## src/logic/blps_pkg.sv

```systemverilog
// Constants, types and strap table of the boot loader block
package blps_pkg;
   // ----------------------------------------------------------------
   // Register map
   // ----------------------------------------------------------------
   localparam logic [7:0] OFF_STATUS = 8'h00;
   localparam logic [7:0] OFF_PLLCFG = 8'h04;
   localparam logic [7:0] OFF_LENGTH = 8'h08;
   localparam logic [7:0] OFF_CRC = 8'h0c;
   localparam logic [7:0] OFF_CHECK = 8'h10;
   localparam logic [7:0] OFF_SECURE = 8'h14;
   // ----------------------------------------------------------------
   // Timing
   // ----------------------------------------------------------------
   localparam int CLK_PERIOD_NS = 25;
   localparam int RST_DLY_MIN_US = 15;
   localparam int RST_DLY_CYC = (RST_DLY_MIN_US * 1000 + CLK_PERIOD_NS - 1) / CLK_PERIOD_NS;
   localparam int RST_CNT_W = 10;
   localparam int FL_HALF_CYC = 4;
   // ----------------------------------------------------------------
   // Flash, image and CRC constants
   // ----------------------------------------------------------------
   localparam logic [7:0] FL_CMD = 8'h6b;
   localparam logic [23:0] FL_ADDR = 24'h000000;
   localparam int FL_DUMMY = 8;
   localparam logic [31:0] SKIP_WORD = 32'h0d15ab1e;
   localparam logic [31:0] CRC_POLY = 32'hedb88320;
   localparam logic [31:0] CRC_INIT = 32'h0fffffff;
   localparam int SEC_BOOT_BIT = 5;
   localparam logic [31:0] BOOT_PC = 32'h00000000;
   // ----------------------------------------------------------------
   // Types
   // ----------------------------------------------------------------
   typedef enum logic [8:0] {
      ST_HOLD = 9'h001, ST_DLY = 9'h002, ST_SEL = 9'h004, ST_OTP = 9'h008,
      ST_LEN = 9'h010, ST_PROG = 9'h020, ST_CHK = 9'h040, ST_RUN = 9'h080,
      ST_FAIL = 9'h100
   } blps_st_t;
   typedef enum logic [3:0] {
      Q_IDLE = 4'h1, Q_CMD = 4'h2, Q_DUM = 4'h4, Q_DAT = 4'h8
   } blps_qst_t;
   typedef struct packed {
      logic [2:0] pll_output_divider;
      logic [11:0] f;
      logic [5:0] r;
   } blps_pll_t;
   typedef struct packed {
      logic [7:0] ratio;
      blps_pll_t pll;
   } blps_boot_t;
   typedef struct packed {
      logic [4:0] rsv2;
      logic [2:0] pll_output_divider;
      logic [3:0] rsv1;
      logic [11:0] f;
      logic [1:0] rsv0;
      logic [5:0] r;
   } blps_pllreg_t;
   typedef struct packed {
      logic [7:0] ratio;
      logic [6:0] rsv1;
      logic [8:0] state;
      logic [1:0] rsv0;
      logic [1:0] strap;
      logic busy;
      logic otp;
      logic fail;
      logic run;
   } blps_status_t;
   // Strap pattern to boot ratio and PLL settings
   function automatic blps_boot_t blps_boot_cfg(input logic [1:0] strap);
      blps_boot_t b;
      b.pll.pll_output_divider = 3'h1;
      b.pll.r = 6'h00;
      case (strap)
         2'h0: begin
            b.ratio = 8'h28;
            b.pll.f = 12'h09f;
         end
         2'h3: begin
            b.ratio = 8'h10;
            b.pll.f = 12'h03f;
         end
         2'h2: begin
            b.ratio = 8'h08;
            b.pll.f = 12'h01f;
         end
         default: begin
            b.ratio = 8'h04;
            b.pll.f = 12'h00f;
         end
      endcase
      return b;
   endfunction: blps_boot_cfg
   localparam blps_boot_t BOOT_RST = blps_boot_cfg(2'h0);
endpackage: blps_pkg

```

## src/logic/blps_crc32.sv

```systemverilog
// Byte-wide reflected CRC-32 engine for the boot image stream
module blps_crc32 (
   input wire logic clk,
   input wire logic rst_n,
   input wire logic init,
   input wire logic en,
   input wire logic [7:0] din,
   output logic [31:0] crc_o
);
   typedef struct packed {
      logic [31:0] c;
   } blps_cs_t;
   blps_cs_t r, n;
   // Preset or fold one byte, low bit first
   always_comb begin
      n = r;
      if (init) begin
         n.c = blps_pkg::CRC_INIT;
      end else if (en) begin
         n.c = r.c ^ {24'h000000, din};
         for (int i = 0; i < 8; i++) begin
            n.c = n.c[0] ? ({1'h0, n.c[31:1]} ^ blps_pkg::CRC_POLY) :
                  {1'h0, n.c[31:1]};
         end
      end
   end
   // State register
   always_ff @(posedge clk or negedge rst_n) begin
      if (!rst_n) begin
         r <= '0;
      end else begin
         r <= n;
      end
   end
   // Inverted residue is the CRC
   assign crc_o = ~r.c;
endmodule: blps_crc32

```

## src/logic/blps_qspi_rd.sv

```systemverilog
// Quad-output serial flash reader streaming bytes from address zero
module blps_qspi_rd #(
   parameter int HALF = blps_pkg::FL_HALF_CYC
) (
   input wire logic clk,
   input wire logic rst_n,
   input wire logic go,
   input wire logic [3:0] io_i,
   output logic sck,
   output logic cs_n,
   output logic [3:0] io_o,
   output logic [3:0] io_oe,
   output logic byte_vld,
   output logic [7:0] byte_data
);
   if (HALF < 3 || HALF > 255) $error("HALF must be 3..255");
   typedef struct packed {
      logic [3:0] s1;
      logic [3:0] s2;
      blps_pkg::blps_qst_t st;
      logic [7:0] div;
      logic sck;
      logic [31:0] sh;
      logic [5:0] bits;
      logic nib;
      logic [7:0] dat;
      logic vld;
   } blps_qs_t;
   blps_qs_t r, n;
   logic tick;
   // Command, address, dummy clocks, then quad data high nibble first
   always_comb begin
      n = r;
      n.s1 = io_i;
      n.s2 = r.s1;
      n.vld = 1'h0;
      tick = r.div == 8'(HALF - 1);
      n.div = tick ? 8'h00 : r.div + 8'h01;
      unique case (r.st)
         blps_pkg::Q_IDLE: begin
            n.sck = 1'h0;
            n.div = 8'h00;
            if (go) begin
               n.st = blps_pkg::Q_CMD;
               n.sh = {blps_pkg::FL_CMD, blps_pkg::FL_ADDR};
               n.bits = 6'h1f;
            end
         end
         blps_pkg::Q_CMD: if (tick) begin
            n.sck = !r.sck;
            if (!r.sck) begin
               if (r.bits == 6'h00) begin
                  n.st = blps_pkg::Q_DUM;
                  n.bits = 6'(blps_pkg::FL_DUMMY - 1);
               end else begin
                  n.bits = r.bits - 6'h01;
               end
            end else begin
               n.sh = {r.sh[30:0], 1'h0};
            end
         end
         blps_pkg::Q_DUM: if (tick) begin
            n.sck = !r.sck;
            if (!r.sck) begin
               if (r.bits == 6'h00) begin
                  n.st = blps_pkg::Q_DAT;
                  n.nib = 1'h0;
               end else begin
                  n.bits = r.bits - 6'h01;
               end
            end
         end
         blps_pkg::Q_DAT: if (tick) begin
            n.sck = !r.sck;
            if (!r.sck) begin
               n.nib = !r.nib;
               if (!r.nib) begin
                  n.dat = {r.s2, r.dat[3:0]};
               end else begin
                  n.dat = {r.dat[7:4], r.s2};
                  n.vld = 1'h1;
               end
            end
         end
      endcase
      // Dropping go ends the read at once
      if (!go) begin
         n.st = blps_pkg::Q_IDLE;
         n.sck = 1'h0;
      end
   end
   // State register
   always_ff @(posedge clk or negedge rst_n) begin
      if (!rst_n) begin
         r <= '0;
         r.st <= blps_pkg::Q_IDLE;
      end else begin
         r <= n;
      end
   end
   // Pin and stream outputs
   assign sck = r.sck;
   assign cs_n = r.st == blps_pkg::Q_IDLE;
   assign io_o = {3'h0, r.sh[31]};
   assign io_oe = {3'h0, r.st == blps_pkg::Q_CMD};
   assign byte_vld = r.vld;
   assign byte_data = r.dat;
endmodule: blps_qspi_rd

```

## src/logic/blps_boot_top.sv

```systemverilog
// Boot sequencer top: reset hold, strap PLL, flash image load, APB registers
//
// Contract
// - Reset held, GPIO pull-downs while pin low
// - Internal reset delay then boot
// - Straps pick PLL ratio 40/16/8/4
// - Boot settings divider 1, ref 0, F table
// - Tile clock follows F, R, divider formula
// - PLL fields rewritable at run time
// - PLL clocks switch, tile and reference
// - Security bit 5 selects OTP boot
// - Image fetched over tile 0 flash
// - Image starts with length in words
// - Check word skip value bypasses CRC
// - Length and check words LSB first
// - Load and start at RAM address zero
// - CRC covers length and program bytes
// - Reflected polynomial, preset, inverted residue
// - Secure boot starts OTP at zero
//
// Design decisions made here: the register addresses and the APB register port.
module blps_boot_top #(
   parameter int RAM_AW = 15,
   parameter int FL_HALF = blps_pkg::FL_HALF_CYC
) (
   input wire logic pclk,
   input wire logic presetn,
   input wire logic psel,
   input wire logic penable,
   input wire logic pwrite,
   input wire logic [7:0] paddr,
   input wire logic [31:0] pwdata,
   output logic [31:0] prdata,
   output logic pready,
   output logic pslverr,
   input wire logic chip_rst_n,
   input wire logic [1:0] strap_pins,
   input wire logic [31:0] security_word,
   output logic gpio_pulldown_en,
   output logic core_rst,
   output logic otp_boot,
   output logic boot_fail,
   output logic [31:0] start_addr,
   output blps_pkg::blps_pll_t pll_cfg,
   output logic ram_we,
   output logic [RAM_AW-1:0] ram_addr,
   output logic [31:0] ram_wdata,
   output logic flash_sck,
   output logic flash_cs_n,
   output logic [3:0] flash_io_o,
   output logic [3:0] flash_io_oe,
   input wire logic [3:0] flash_io_i
);
   // ----------------------------------------------------------------
   // Elaboration checks and local constants
   // ----------------------------------------------------------------
   if (RAM_AW < 1 || RAM_AW > 30) $error("RAM_AW must be 1..30");
   if (blps_pkg::RST_DLY_CYC >= 2 ** blps_pkg::RST_CNT_W) $error("delay counter too narrow");
   localparam logic [31:0] RAM_WORDS = 32'(2 ** RAM_AW);
   localparam int DLY_CYC = blps_pkg::RST_DLY_CYC;
   localparam int DLY_HIST = blps_pkg::RST_DLY_CYC + 1;

   typedef struct packed {
      logic rst_s1;
      logic rst_s2;
      logic [1:0] strap_s1;
      logic [1:0] strap_s2;
      blps_pkg::blps_st_t st;
      logic [blps_pkg::RST_CNT_W-1:0] cnt;
      logic [1:0] strap;
      logic [7:0] ratio;
      blps_pkg::blps_pll_t pll;
      logic otp;
      logic run;
      logic fail;
      logic qrun;
      logic [1:0] bcnt;
      logic [31:0] word;
      logic [31:0] len;
      logic [31:0] widx;
      logic [31:0] chk;
      logic we;
      logic [RAM_AW-1:0] waddr;
      logic [31:0] wdata;
      logic [31:0] rdata;
      logic err;
   } blps_ms_t;

   blps_ms_t r, n;
   logic byte_vld;
   logic [7:0] byte_data;
   logic [31:0] crc_val;
   logic crc_init;
   logic crc_en;
   logic in_image;
   logic wdone;
   logic [31:0] wd;
   blps_pkg::blps_status_t status_w;
   blps_pkg::blps_pllreg_t pllreg_w;
   blps_pkg::blps_pllreg_t pllwr_w;
   blps_pkg::blps_boot_t boot_w;

   // ----------------------------------------------------------------
   // Flash reader and CRC engine
   // ----------------------------------------------------------------
   // Serial flash on tile 0 port pins
   blps_qspi_rd #(
      .HALF(FL_HALF)
   ) u_flash (
      .clk(pclk),
      .rst_n(presetn),
      .go(r.qrun),
      .io_i(flash_io_i),
      .sck(flash_sck),
      .cs_n(flash_cs_n),
      .io_o(flash_io_o),
      .io_oe(flash_io_oe),
      .byte_vld(byte_vld),
      .byte_data(byte_data)
   );

   // CRC sees length and program bytes only
   assign crc_init = r.st == blps_pkg::ST_SEL;
   assign crc_en = byte_vld && (r.st == blps_pkg::ST_LEN || r.st == blps_pkg::ST_PROG);

   blps_crc32 u_crc (
      .clk(pclk),
      .rst_n(presetn),
      .init(crc_init),
      .en(crc_en),
      .din(byte_data),
      .crc_o(crc_val)
   );

   // ----------------------------------------------------------------
   // Word assembly and register views
   // ----------------------------------------------------------------
   // Bytes gather low byte first into words
   assign in_image = r.st == blps_pkg::ST_LEN || r.st == blps_pkg::ST_PROG ||
                     r.st == blps_pkg::ST_CHK;
   assign wd = {byte_data, r.word[31:8]};
   assign wdone = in_image && byte_vld && r.bcnt == 2'h3;
   assign boot_w = blps_pkg::blps_boot_cfg(r.strap_s2);

   // Status and PLL register layouts
   always_comb begin
      status_w = '0;
      status_w.ratio = r.ratio;
      status_w.state = r.st;
      status_w.strap = r.strap;
      status_w.busy = r.qrun;
      status_w.otp = r.otp;
      status_w.fail = r.fail;
      status_w.run = r.run;
      pllreg_w = '0;
      pllreg_w.pll_output_divider = r.pll.pll_output_divider;
      pllreg_w.f = r.pll.f;
      pllreg_w.r = r.pll.r;
      pllwr_w = pwdata;
   end

   // ----------------------------------------------------------------
   // Next state: APB slave and boot sequence
   // ----------------------------------------------------------------
   always_comb begin
      n = r;
      n.rst_s1 = chip_rst_n;
      n.rst_s2 = r.rst_s1;
      n.strap_s1 = strap_pins;
      n.strap_s2 = r.strap_s1;
      n.we = 1'h0;
      // Setup phase latches read data and error
      if (psel && !penable) begin
         n.err = 1'h0;
         case (paddr)
            blps_pkg::OFF_STATUS: n.rdata = status_w;
            blps_pkg::OFF_PLLCFG: n.rdata = pllreg_w;
            blps_pkg::OFF_LENGTH: n.rdata = r.len;
            blps_pkg::OFF_CRC: n.rdata = crc_val;
            blps_pkg::OFF_CHECK: n.rdata = r.chk;
            blps_pkg::OFF_SECURE: n.rdata = security_word;
            default: begin
               n.rdata = 32'h00000000;
               n.err = 1'h1;
            end
         endcase
      end
      // Access phase write to PLL settings
      if (psel && penable && pwrite && paddr == blps_pkg::OFF_PLLCFG) begin
         n.pll.pll_output_divider = pllwr_w.pll_output_divider;
         n.pll.f = pllwr_w.f;
         n.pll.r = pllwr_w.r;
      end
      // Byte collection during image fetch
      if (in_image && byte_vld) begin
         n.word = wd;
         n.bcnt = r.bcnt + 2'h1;
      end
      unique case (r.st)
         blps_pkg::ST_HOLD: if (r.rst_s2) begin
            n.st = blps_pkg::ST_DLY;
            n.cnt = '0;
            n.strap = r.strap_s2;
            n.ratio = boot_w.ratio;
            n.pll = boot_w.pll;
         end
         blps_pkg::ST_DLY: begin
            if (r.cnt == blps_pkg::RST_CNT_W'(DLY_CYC - 1)) begin
               n.st = blps_pkg::ST_SEL;
            end else begin
               n.cnt = r.cnt + 1'h1;
            end
         end
         blps_pkg::ST_SEL: begin
            if (security_word[blps_pkg::SEC_BOOT_BIT]) begin
               n.st = blps_pkg::ST_OTP;
               n.otp = 1'h1;
            end else begin
               n.st = blps_pkg::ST_LEN;
               n.qrun = 1'h1;
               n.bcnt = 2'h0;
            end
         end
         blps_pkg::ST_LEN: if (wdone) begin
            n.len = wd;
            n.widx = 32'h00000000;
            if (wd == 32'h00000000) begin
               n.st = blps_pkg::ST_CHK;
            end else if (wd > RAM_WORDS) begin
               n.st = blps_pkg::ST_FAIL;
               n.fail = 1'h1;
               n.qrun = 1'h0;
            end else begin
               n.st = blps_pkg::ST_PROG;
            end
         end
         blps_pkg::ST_PROG: if (wdone) begin
            n.we = 1'h1;
            n.waddr = r.widx[RAM_AW-1:0];
            n.wdata = wd;
            n.widx = r.widx + 32'h00000001;
            if (r.widx + 32'h00000001 == r.len) begin
               n.st = blps_pkg::ST_CHK;
            end
         end
         blps_pkg::ST_CHK: if (wdone) begin
            n.chk = wd;
            n.qrun = 1'h0;
            if (wd == blps_pkg::SKIP_WORD || wd == crc_val) begin
               n.st = blps_pkg::ST_RUN;
               n.run = 1'h1;
            end else begin
               n.st = blps_pkg::ST_FAIL;
               n.fail = 1'h1;
            end
         end
         blps_pkg::ST_OTP, blps_pkg::ST_RUN, blps_pkg::ST_FAIL: begin
         end
      endcase
      // Chip reset pin low forces the hold state
      if (!r.rst_s2) begin
         n.st = blps_pkg::ST_HOLD;
         n.run = 1'h0;
         n.otp = 1'h0;
         n.fail = 1'h0;
         n.qrun = 1'h0;
         n.bcnt = 2'h0;
      end
   end

   // State register
   always_ff @(posedge pclk or negedge presetn) begin
      if (!presetn) begin
         r <= '0;
         r.st <= blps_pkg::ST_HOLD;
         r.ratio <= blps_pkg::BOOT_RST.ratio;
         r.pll <= blps_pkg::BOOT_RST.pll;
      end else begin
         r <= n;
      end
   end

   // ----------------------------------------------------------------
   // Outputs
   // ----------------------------------------------------------------
   assign prdata = r.rdata;
   assign pready = 1'h1;
   assign pslverr = psel && penable && r.err;
   assign gpio_pulldown_en = r.st == blps_pkg::ST_HOLD;
   assign core_rst = !(r.run || r.otp);
   assign otp_boot = r.otp;
   assign boot_fail = r.fail;
   assign start_addr = blps_pkg::BOOT_PC;
   // One setting drives switch, tile and reference clocks
   assign pll_cfg = r.pll;
   assign ram_we = r.we;
   assign ram_addr = r.waddr;
   assign ram_wdata = r.wdata;
endmodule: blps_boot_top

```

## config.mk

```make
export PLATFORM = sky130hd
export DESIGN_NAME = blps_boot_top
export DESIGN_NICKNAME = d
export VERILOG_FILES = /design/src/logic/blps_pkg.sv /design/src/logic/blps_crc32.sv /design/src/logic/blps_qspi_rd.sv /design/src/logic/blps_boot_top.sv
export SDC_FILE = /design/constraint.sdc
export NUM_CORES = 1
export LEC_CHECK = 0
export BUFFER_PORTS_ARGS = -buffer_cell sky130_fd_sc_hd__buf_2
export CAP_MARGIN = 0
export CORE_MARGIN = 10
export CORE_UTILIZATION = 35
export DETAILED_ROUTE_END_ITERATION = 12
export GPL_ROUTABILITY_DRIVEN = 0
export GPL_TIMING_DRIVEN = 0
export HOLD_SLACK_MARGIN = 0.02
export PLACE_DENSITY_LB_ADDON = 0.05
export SLEW_MARGIN = 40
export SYNTH_ARGS = -nofsm -noshare
export SYNTH_HDL_FRONTEND = slang
export SYNTH_SLANG_ARGS = --single-unit
```

## constraint.sdc

```tcl
create_clock -name pclk -period 9.3 [get_ports pclk]
set_input_delay 1.395 -clock pclk [delete_from_list [all_inputs] [get_ports pclk]]
set_output_delay 1.395 -clock pclk [all_outputs]
set_load 0.01 [all_outputs]
```

==> results.yml <==
synth:
  ys_seq_elements: 336
  synthCells: 1868
  syn_area_per_cell_um2: 9.64
  yosysTopAreaCellShare: 0.452
  ys_async_sr_fraction: 1.00
  syn_area_um2: 18000
  synth_ff_type: "dfrtp_1"
  yosysSeqAreaShare: 0.468
  ys_types: 75
  synth_edf_count: 0
  ys.warnings.count: 0
  synthTopCellsByArea: "dfrtp_1, nand2_1, buf_4"
  synth_top_area_cell: "dfrtp_1"
global_routing:
  busiest_layer: "met2"
  grt_max_degree: 70
  grt_pass1_wl_um: 91200
  grtUsageMet3: 0.0350
  globalRouteMet1Util: 0.259
  antenna_found_initial: 2
  grt_util_met2: 0.328
  grt_use_total: 0.197
  grt.overflow.total: 0
  grt_pass1_vias: 14200
power_and_ir_drop:
  power_mw: 4.53
  p_switching_mw: 1.44
  p_leak_nw: 10.4
  power_density_nw_per_um2: 210
  peakVddDrop_v: 0.000142
  combinationalPowerShare: 0.247
  switching_share: 0.318
  p_clk_frac: 0.372
  pwr-share-seq: 0.381
  power.internal_mw: 3.09
layout:
  drive_above_1_share: 0.251
  mostFrequentLayoutCell: "dfrtp_1"
  final_util: 0.421
  fin_nets: 2224
  fin_area_um2: 21500
  syn2layout_area_growth_pct: 19.6
  instances_no_fill: 2849
  final_cell_mix: "dfrtp_1, nand2_1, buf_2, buf_4, o21ai_0"
floorplanning:
  core_area_um2: 51100
  start_util: 0.352
  ios: 233
  design.die.area_um2: 60900
  rows: 83
  dieWidth_um: 247
  die_h_um: 247
flow_run:
  maxCapViolations: 0
clocking:
  hold_buffers: 0
  cts_inserted_buffers: 42
  clkTransAtPathRegs_ns: 0.06
  clock_latency_ns: 0.57
  h-tree-depth: 2
  post-cts-setup-buffer-count: 0
  cts_tree: "built"
  cts.sinks: 336
  clockBufferDepth: 3
  cts_root_buf: "clkbuf_16"
  ctsResizeCount: 0
timing:
  finalSetupViolations: 0
  fin_setup_tns_ns: 0
  fin_crit_sh: 0.431
  fin_crit_ns: 4.01
  maxSlewViolCount: 0
  skew_ns: 0.0135
  finalHoldViolations: 0
  hold_ws_ns: 0.350
  slew-limit-headroom: 0.398
  rsz0062_at_grt: "false"
  worst_slew_pin_slew_ns: 0.897
  setup_ws_ns: 5.29
  max_freq_ghz: 0.250
detailed_routing:
  ant_nets: 0
  firstDrtPassIters: 5
  vias: 14300
  first_iter_violations: 1098
  avgRoutedWirePerCell_um: 21.5
  wl_um: 61100
  drc: 0
  via_per_inst: 5.03
place:
  detailedPlace.worstSlack_ns: 4.97
  io_buffers: 180
  place_area_um2: 20100
  place_inst: 2771
  dpl.hpwl_um: 46500
min_path:
  min_to: "r[265]"
  hp-start: "n[265]"
  min_path_cells: 0
  hold_class: "reg2reg"
worst_setup_path:
  worstSetupEndpointType: "output pin"
  rrSetupSlack_ns: 5.71
  r2r-end: "r[261]"
  criticalPathCategory: "reg2out"
  cp-start-kind: "register"
  cp.required_ns: 7.91
  worstRegToRegCells: 10
  critPathArrivalTime_ns: 2.61
  crit_fanout: 7
  worstReg2RegStart: "r[113]"
outcome:
  status: "finished clean"
-- worst max-delay path, stage by stage (launching register included) --
cell	delay, ns
dfrtp_1	0.41
or3_1	0.37
clkbuf_1	0.19
nor4_1	0.79
buf_2	0.27
-- cell families (layout without fill, tap and decap cells) --
family,Yosys count,count (layout),share of synthesized area
simple gates,633,633,0.162
mux,130,130,0.0895
buf+inv,299,562,0.0958
other cells,2,40,0.000417
compound gates,297,297,0.0999
flops,336,336,0.468
fa+ha+maj,5,5,0.00348
xor+xnor,166,166,0.0812
-- power by group through the flow --
stage | logic, mW | registers, mW | clock network (mW)
after detailed placement | 1.10 | 1.74 | 0
after global routing | 1.20 | 1.73 | 1.78
final | 1.12 | 1.72 | 1.68
after CTS | 1.11 | 1.71 | 1.73
after floorplan | 0.825 | 1.68 | 0
after global placement | 1.09 | 1.74 | 0
-- layer usage --
layer | routed length, um | share of wire | up-vias
li1 | - | - | 6758
met1 | 26500 | 0.43 | 7138
met2 | 29800 | 0.49 | 364
met3 | 3410 | 0.056 | 78
met4 | 1440 | 0.024 | 2
met5 | 9 | 0.00015 | -
-- final cells by class --
type / instances / area [um^2]
flip-flops and latches: 336 / 8420
repair buffers: 186 / 1050
clock buffers: 58 / 1240
plain buffers: 249 / 1540
fillers: 5180 / 29600
multi-input cells: 1270 / 8050
well taps: 680 / 851
inverters: 50 / 188
diodes: 1 / 2.50
clock inverters: 19 / 183
-- flip-flops by register name (all words and copies together), names as in the netlist, 3 cells and up --
signal	count
n	3
pll_cfg	21
prdata	32
r	153
ram_addr	15
ram_wdata	32
u_crc.r	32
u_flash.byte_data	8
u_flash.n	4
u_flash.r	30
-- cell usage after synthesis (4+ instances only) --
master / n
buf_6: 6
nor3_1: 62
a221oi_1: 14
mux4_2: 16
nand3_1: 46
nor2_1: 87
xor2_1: 67
a21o_1: 7
o31ai_1: 12
nor2b_1: 6
inv_1: 48
ha_1: 5
or3_1: 11
nand2_1: 312
nor4_1: 18
a21oi_1: 95
o21ai_1: 4
nand3b_1: 4
dfstp_2: 11
clkbuf_1: 85
a31oi_1: 4
and3_1: 12
nor3b_1: 4
mux2_1: 8
buf_1: 10
o21a_1: 7
mux2_2: 80
a22oi_1: 7
dfrtp_1: 325
a22o_1: 24
nand2b_1: 14
o21ai_0: 101
xnor2_1: 98
nand4_1: 25
mux2i_1: 26
or4_1: 8
buf_4: 145
-- worst max path at each step --
stage / to / from
finish: gpio_pulldown_en / r[264]
global route: gpio_pulldown_en / r[264]
CTS: gpio_pulldown_en / r[264]
detailed placement: prdata[16] / paddr[2]
global placement: ram_wdata[25] / presetn
floorplan: pll_cfg[15] / paddr[3]
No activity file was read; power rests on OpenSTA's default activity.
